==> src/pkg/sbrd_cfg.svh <==
// Opcodes, selectors, status bit positions and reset values of the core.
`ifndef SBRD_CFG_SVH
`define SBRD_CFG_SVH
`define SBRD_OP_BCC_REG 6'h27
`define SBRD_OP_BCC_IMM 6'h2f
`define SBRD_OP_JUMP_IMM 6'h2e
`define SBRD_OP_RETURN 6'h2d
`define SBRD_OP_IMM_PREFIX 6'h2c
`define SBRD_OP_OR_IMM 6'h28
`define SBRD_OP_AND_IMM 6'h29
`define SBRD_OP_XOR_IMM 6'h2a
`define SBRD_OP_ANDN_IMM 6'h2b
`define SBRD_OP_SPECIAL 6'h25
`define SBRD_SEL_REL_DELAYED 5'h10
`define SBRD_SEL_REL_LINK 5'h14
`define SBRD_SEL_ABS 5'h08
`define SBRD_SEL_ABS_DELAYED 5'h18
`define SBRD_SEL_ABS_LINK 5'h1c
`define SBRD_SEL_BREAK 5'h0c
`define SBRD_SEL_RET_SUB 5'h10
`define SBRD_SEL_RET_INT 5'h11
`define SBRD_SEL_RET_BRK 5'h12
`define SBRD_COND_LAST 3'h5
`define SBRD_SPC_MTS 2'h3
`define SBRD_SPC_MFS 2'h2
`define SBRD_PC_SPECIAL_INDEX 1'h0
`define SBRD_STATUS_SPECIAL_INDEX 1'h1
`define SBRD_MSR_CC 31
`define SBRD_MSR_BIP 3
`define SBRD_MSR_CARRY 2
`define SBRD_MSR_IE 1
`define SBRD_MSR_RESET 32'h00000000
`define SBRD_PC_RESET 32'h00000000
`define SBRD_PC_STEP 32'h00000004
`endif

==> src/pkg/sbrd_pkg.sv <==
// Types shared by the branch and return decode core.
package sbrd_pkg;
    typedef struct packed {
        logic valid;
        logic [31:0] pc;
        logic [31:0] word;
    } sbrd_exec_t;

    typedef struct packed {
        logic valid;
        logic [4:0] idx;
        logic [31:0] data;
    } sbrd_wb_t;

    typedef struct packed {
        logic [31:0][31:0] gpr;
        logic [31:0] program_counter;
        logic [31:0] machine_status;
        logic pend_valid;
        logic [31:0] pend_data;
        logic pfx_valid;
        logic [15:0] pfx_hi;
        logic kill_fetch;
        logic kill_decode;
        sbrd_wb_t wb;
    } sbrd_state_t;
endpackage

==> src/rtl/sbrd_core.sv <==
// Execute stage for branches, returns, logic immediates and registers.
`timescale 1ns/1ps
`include "sbrd_cfg.svh"

module sbrd_core (
    input wire logic mclk,
    input wire logic rst,
    input wire sbrd_pkg::sbrd_exec_t ex,
    output logic [31:0] pc_out,
    output logic [31:0] status_out,
    output logic kill_fetch,
    output logic kill_decode,
    output sbrd_pkg::sbrd_wb_t wb
);
    import sbrd_pkg::*;

    // ------------------------------------------------------------
    // Helpers
    // ------------------------------------------------------------
    function automatic logic [31:0] ext_imm(input logic pv,
        input logic [15:0] hi, input logic [15:0] lo);
        ext_imm = pv ? {hi, lo} : {{16{lo[15]}}, lo};
    endfunction
    function automatic logic [31:0] gpr_read(input logic [31:0][31:0] f,
        input logic [4:0] i);
        gpr_read = (i == 5'h00) ? 32'h00000000 : f[i];
    endfunction
    function automatic logic cond_holds(input logic [2:0] c,
        input logic [31:0] v);
        logic neg;
        logic zero;
        neg = v[31];
        zero = (v == 32'h00000000);
        case (c)
            3'h0: cond_holds = zero;
            3'h1: cond_holds = !zero;
            3'h2: cond_holds = neg;
            3'h3: cond_holds = neg || zero;
            3'h4: cond_holds = !neg && !zero;
            default: cond_holds = !neg;
        endcase
    endfunction
    function automatic logic cond_sel_ok(input logic [4:0] s);
        cond_sel_ok = !s[3] && (s[2:0] <= `SBRD_COND_LAST);
    endfunction

    sbrd_state_t st;
    sbrd_state_t next_st;

    // ------------------------------------------------------------
    // Field split and operand read
    // ------------------------------------------------------------
    logic [5:0] op;
    logic [4:0] fa;
    logic [4:0] fb;
    logic [4:0] frb;
    logic [31:0] simm;
    logic [31:0] ra_val;
    logic [31:0] rb_val;

    assign op = ex.word[31:26];
    assign fa = ex.word[25:21];
    assign fb = ex.word[20:16];
    assign frb = ex.word[15:11];
    assign simm = ext_imm(st.pfx_valid, st.pfx_hi, ex.word[15:0]);
    assign ra_val = gpr_read(st.gpr, fb);
    assign rb_val = gpr_read(st.gpr, frb);

    // ------------------------------------------------------------
    // Decode
    // ------------------------------------------------------------
    logic take;
    logic delayed;
    logic link;
    logic brk;
    logic rti;
    logic rtb;
    logic is_mts;
    logic is_mfs;
    logic is_logic;
    logic is_pfx;
    logic [31:0] target;
    logic [31:0] logic_res;

    always_comb begin
        take = 1'b0;
        delayed = 1'b0;
        link = 1'b0;
        brk = 1'b0;
        rti = 1'b0;
        rtb = 1'b0;
        is_mts = 1'b0;
        is_mfs = 1'b0;
        is_logic = 1'b0;
        is_pfx = 1'b0;
        target = 32'h00000000;
        logic_res = 32'h00000000;
        if (ex.valid) begin
            case (op)
                `SBRD_OP_BCC_REG: begin
                    take = cond_sel_ok(fa) && cond_holds(fa[2:0], ra_val);
                    delayed = fa[4];
                    target = ex.pc + rb_val;
                end
                `SBRD_OP_BCC_IMM: begin
                    take = cond_sel_ok(fa) && cond_holds(fa[2:0], ra_val);
                    delayed = fa[4];
                    target = ex.pc + simm;
                end
                `SBRD_OP_JUMP_IMM: begin
                    delayed = fb[4];
                    case (fb)
                        `SBRD_SEL_REL_DELAYED, `SBRD_SEL_REL_LINK: begin
                            take = 1'b1;
                            link = (fb == `SBRD_SEL_REL_LINK);
                            target = ex.pc + simm;
                        end
                        `SBRD_SEL_ABS, `SBRD_SEL_ABS_DELAYED,
                        `SBRD_SEL_ABS_LINK: begin
                            take = 1'b1;
                            link = (fb == `SBRD_SEL_ABS_LINK);
                            target = simm;
                        end
                        `SBRD_SEL_BREAK: begin
                            take = 1'b1;
                            link = 1'b1;
                            brk = 1'b1;
                            target = simm;
                        end
                        default: take = 1'b0;
                    endcase
                end
                `SBRD_OP_RETURN: begin
                    target = ra_val + simm;
                    delayed = 1'b1;
                    take = (fa == `SBRD_SEL_RET_SUB) ||
                        (fa == `SBRD_SEL_RET_INT) ||
                        (fa == `SBRD_SEL_RET_BRK);
                    rti = (fa == `SBRD_SEL_RET_INT);
                    rtb = (fa == `SBRD_SEL_RET_BRK);
                end
                `SBRD_OP_OR_IMM: begin
                    is_logic = 1'b1;
                    logic_res = ra_val | simm;
                end
                `SBRD_OP_AND_IMM: begin
                    is_logic = 1'b1;
                    logic_res = ra_val & simm;
                end
                `SBRD_OP_XOR_IMM: begin
                    is_logic = 1'b1;
                    logic_res = ra_val ^ simm;
                end
                `SBRD_OP_ANDN_IMM: begin
                    is_logic = 1'b1;
                    logic_res = ra_val & ~simm;
                end
                `SBRD_OP_IMM_PREFIX: is_pfx = 1'b1;
                `SBRD_OP_SPECIAL: begin
                    is_mts = (ex.word[15:14] == `SBRD_SPC_MTS) &&
                        (ex.word[0] == `SBRD_STATUS_SPECIAL_INDEX);
                    is_mfs = (ex.word[15:14] == `SBRD_SPC_MFS);
                end
                default: take = 1'b0;
            endcase
        end
    end

    // ------------------------------------------------------------
    // Next state
    // ------------------------------------------------------------
    always_comb begin
        next_st = st;
        next_st.wb.valid = 1'b0;
        next_st.kill_fetch = take;
        next_st.kill_decode = take && !delayed;
        next_st.program_counter = take ? target :
            st.program_counter + `SBRD_PC_STEP;
        // A pending status write lands first so that a break or return
        // in the following instruction still wins on its own flag.
        if (st.pend_valid) begin
            next_st.machine_status = st.pend_data;
        end
        next_st.pend_valid = is_mts;
        if (is_mts) begin
            next_st.pend_data = ra_val;
        end
        if (ex.valid) begin
            next_st.pfx_valid = is_pfx;
            if (is_pfx) begin
                next_st.pfx_hi = ex.word[15:0];
            end
        end
        if (brk) begin
            next_st.machine_status[`SBRD_MSR_BIP] = 1'b1;
        end
        if (rtb) begin
            next_st.machine_status[`SBRD_MSR_BIP] = 1'b0;
        end
        if (rti) begin
            next_st.machine_status[`SBRD_MSR_IE] = 1'b1;
        end
        next_st.machine_status[`SBRD_MSR_CC] =
            next_st.machine_status[`SBRD_MSR_CARRY];
        if (link || is_logic || is_mfs) begin
            next_st.wb.valid = 1'b1;
            next_st.wb.idx = fa;
            if (link) begin
                next_st.wb.data = ex.pc;
            end else if (is_logic) begin
                next_st.wb.data = logic_res;
            end else if (ex.word[0] == `SBRD_STATUS_SPECIAL_INDEX) begin
                next_st.wb.data = st.machine_status;
            end else begin
                next_st.wb.data = ex.pc;
            end
            next_st.gpr[fa] = next_st.wb.data;
        end
        next_st.gpr[0] = 32'h00000000;
    end

    always_ff @(posedge mclk or posedge rst) begin
        if (rst) begin
            st <= '0;
            st.program_counter <= `SBRD_PC_RESET;
            st.machine_status <= `SBRD_MSR_RESET;
        end else begin
            st <= next_st;
        end
    end

    assign pc_out = st.program_counter;
    assign status_out = st.machine_status;
    assign kill_fetch = st.kill_fetch;
    assign kill_decode = st.kill_decode;
    assign wb = st.wb;
endmodule

==> config.mk <==
export PLATFORM = sky130hd
export DESIGN_NAME = sbrd_core
export DESIGN_NICKNAME = d
export VERILOG_FILES = /design/src/pkg/sbrd_pkg.sv /design/src/rtl/sbrd_core.sv
export VERILOG_INCLUDE_DIRS = /design/src /design/src/pkg
export SDC_FILE = /design/constraint.sdc
export NUM_CORES = 2
export LEC_CHECK = 0
export ABC_AREA = 1
export BUFFER_PORTS_ARGS = -buffer_cell sky130_fd_sc_hd__buf_2
export CAP_MARGIN = 20
export CORE_ASPECT_RATIO = 1.1
export CORE_UTILIZATION = 56
export CTS_CLUSTER_DIAMETER = 80
export DETAILED_ROUTE_END_ITERATION = 16
export PLACE_DENSITY = 0.73
export SETUP_SLACK_MARGIN = 0.02
export SKIP_LAST_GASP = 1
export SLEW_MARGIN = 30
export SYNTH_ARGS = -nofsm -noshare
export SYNTH_HDL_FRONTEND = slang
export SYNTH_SLANG_ARGS = --single-unit
==> constraint.sdc <==
create_clock -name mclk -period 47.6 [get_ports mclk]
set_clock_uncertainty 0.2 [all_clocks]
set_input_delay 9.52 -clock mclk [delete_from_list [all_inputs] [get_ports mclk]]
set_output_delay 9.52 -clock mclk [all_outputs]
set_load 0.01 [all_outputs]
==> metrics.yaml <==
route:
  detail_route.iter0.violations: 12200
  met1_length_um: 112000
  wl_met2_um: 129000
  routedWlPerCell_um: 26.3
  drt_wl_total_um: 309000
  via_count: 75200
  drt-vias-per-instance: 6.40
  maxUsedRoutingLayer: "met5"
  dr.pass1.iters: 9
  ant_nets: 0
  drc: 0
  met3_length_um: 42600
critical_path:
  cp.arrival_ns: 16.04
  path_max_fanout: 189
  path_buf_inv: 5
  cpMaxStageDelayCell: "o311ai_0"
  crit_start: "ex[11]"
  cp-end-kind: "flip-flop"
  critical_path.top_delay_family: "compound AO/OA/AOI/OAI gates"
  slowest_delay_ns: 0.74
  cp-start-kind: "input pin"
  crit_chain: "buf_8, inv_8, buf_12, buf_12, a21oi_1, a2111oi_0, nor3_1, o311ai_0, buf_4, ha_1, nand2_1, nor2_1, nand3_1, o21ai_0, nand2_1, nand2_1, a21o_1, o21ai_0, a21oi_1, nor2_1, nand2_1, nand3_1, nand2_1"
  worstPathRequired_ns: 48.13
  r2r_start: "st[381]"
  cp_common_cell: "nand2_1"
  worst-setup-path-type: "in2reg"
layout:
  layout-drive-gt1-share_pct: 7.05
  final_area_um2: 76500
  nFillCells: 11500
  syn_to_final_growth_pct: 8.22
  num-nets-final: 10200
grt:
  grt_pass1_wl_um: 451000
  grt_overflow_total: 0
  grt_start_max_net_pins: 190
  grt_use_total_pct: 47.4
  antenna_found_initial: 21
  grt_pass1_vias: 69200
cts:
  cts.path.max_buffers: 3
  tritoncts: "built"
  hold_buffers: 0
  htree_levels: 4
  numCtsBuffers: 133
  clkLatencyLatePin_ns: 0.80
  cts_sinks: 1144
  clkTransAtPathRegs_ns: 0.06
  root_buffer: "clkbuf_16"
  cts_setup_buffers: 0
  cts_resized: 0
synthesis:
  ys_seq_area_share_pct: 40.5
  syn_avg_cell_area_um2: 6.83
  synthesis.nets: 10500
  synth-edff-count: 0
  yosys_most_used_dff: "dfrtp_1"
  yosys_warnings: 0
  ys_ff_latch: 1144
  yosysUniqueCellTypes: 50
  ys_async_sr_fraction_pct: 100
  syn_area_um2: 70700
  syn_inst: 10400
min_path:
  worstHoldStart: "st[62]"
  hold_class: "reg2reg"
timing:
  finalSetupViolations: 0
  max_slew.worst_pin.slew_ns: 1.16
  slew_headroom_pct: 22.3
  drv_slew: 0
  period_share_pct: 32.6
  fin_setup_tns_ns: 0
  layout_setup_ws_ns: 32.09
  max_freq_mhz: 64.5
  rsz0062_at_grt: "no"
  min_period_ns: 15.51
  hold_violations: 0
power:
  p_leak_uw: 0.0365
  peakVddDrop_uv: 36.6
  cellPowerDensity_nw_per_um2: 33.1
floorplanning:
  initial_core_util_pct: 56.5
  die-area_um2: 128000
  ioPinCount: 171
  core_um2: 125000
  die_height_um: 375
  rows: 136
  die_w_um: 341
outcome:
  status: "finished, final reports clean"
placement:
  port_buffers: 170
  placed_area_um2: 71900
  post-place-ws_ns: 31.48
  dpl.hpwl_um: 195000
  gp_congestion: 1.11
flow_run:
  max-cap-violations: 0
synth_stat cells (all sizes together) (11+ instances only):
| library cell | count | area (µm²) |
|---|---|---|
| o311ai | 27 | 236 |
| a22oi | 26 | 195 |
| nor3 | 120 | 641 |
| clkbuf | 554 | 2080 |
| ha | 125 | 1560 |
| inv | 854 | 3210 |
| buf | 299 | 1710 |
| dfrtp | 1144 | 28600 |
| xnor2 | 13 | 114 |
| a21oi | 639 | 3200 |
| a21o | 12 | 90.1 |
| o2111ai | 31 | 272 |
| nor4 | 47 | 294 |
| o211ai | 98 | 736 |
| a31oi | 48 | 300 |
| nand2 | 3246 | 12200 |
| xor2 | 31 | 272 |
| o21a | 34 | 255 |
| or2 | 27 | 169 |
| mux2 | 11 | 124 |
| o21ai | 1615 | 8080 |
| o221a | 13 | 146 |
| nand3 | 552 | 2760 |
| nor2 | 652 | 2450 |
| nand4 | 41 | 257 |
state kept, by name, summed over array words and instances, names as in the netlist:
register / flops
st: 1041
wb: 38
pc_out: 32
status_out: 31
kill_decode: 1
kill_fetch: 1
per-stage QoR:
step | total power [µW] | util, % | hold WS [ns] | std cells
after floorplan | 1310 | - | 0.243 | 10400
after global placement | 1450 | 57.4 | 0.254 | 11500
after detailed placement | 1460 | 57.5 | 0.264 | 11500
after CTS | 2510 | 61.1 | 0.274 | 11700
after global routing | 2600 | 61.2 | 0.282 | 11700
final | 2530 | 61.2 | 0.276 | 11700
placed cells by master (no fill, tap or decap), types with 13 or more instances in the layout:
cell	n
nor3_1	107
clkbuf_8	34
nand2_1	3224
nor2_1	637
buf_2	165
o221a_2	13
clkbuf_1	21
dfrtp_1	1144
or2_2	27
o21a_1	34
a22oi_1	26
nand3_1	550
a21oi_2	25
a31oi_1	48
xor2_1	31
clkinv_2	18
o2111ai_1	31
xnor2_1	13
nand4_1	41
o21ai_0	1609
buf_4	167
a21oi_1	614
inv_1	843
o211ai_1	98
clkbuf_16	139
ha_1	125
nor4_1	47
layout make-up:
class	instances	area (µm²)	area share [%]
Timing Repair Buffer	353	2430	3.17
Sequential cell	1144	28600	37.4
Tap cell	1656	2070	2.71
Multi-Input combinational cell	7496	35600	46.5
Inverter	857	3260	4.26
Antenna cell	11	27.5	0.0360
Clock buffer	193	4010	5.24
Clock inverter	38	493	0.644
path summary, 6_finish.rpt:
check,endpoint,slack (ns),cells past startpoint
max,pc_out[23],32.09,23
min,status_out[5],0.28,2
max reg2reg,pc_out[24],41.89,22
min reg2reg,status_out[5],0.28,2
max in group asynchronous,st[471],35.26,6
min in group asynchronous,pc_out[10],8.65,2
worst reg2reg max path, cell delays in order (launching register included):
cell       delay (ns)
dfrtp_1          0.34
inv_1            0.05
o21ai_0          0.14
a21oi_1          0.07
a2111oi_0        0.55
nor3_1           0.09
o311ai_0         0.90
ha_1             0.43
o21ai_0          0.71
inv_1            0.34
a21oi_1          0.31
inv_1            0.08
nand2_1          0.08
nand2_1          0.09
a21oi_1          0.16
inv_1            0.09
nand3_1          0.07
nand2_1          0.10
a21oi_1          0.42
nor2_1           0.07
nand2_1          0.11
nand3_1          0.12
nand2_1          0.13
routing by layer:
layer,up-vias,global-route usage (%)
met2,5629,69.1
li1,32900,-
met1,35300,60.3
met3,1269,14.1
met4,26,33.0
met5,-,0.492
report_power, final:
group	leakage, µW	internal (µW)	switching, µW	total (µW)
combinational	0.0191	110	315	426
clock	0.00223	630	441	1070
sequential	0.0151	1010	25.6	1030
total	0.0365	1750	782	2530
kinds of logic (layout without fill, tap and decap cells):
family          Yosys count  count (layout)  share of synthesized area [%]
xor+xnor                 44              44                          0.545
simple gates           4694            4694                           26.6
buf+inv                1710            1441                           9.90
mux                      11              11                          0.175
compound gates         2619            2619                           20.0
other cells               0              11                              0
flops                  1144            1144                           40.5
fa+ha+maj               128             128                           2.30
Note: power is estimated with default switching activity, not from simulation.
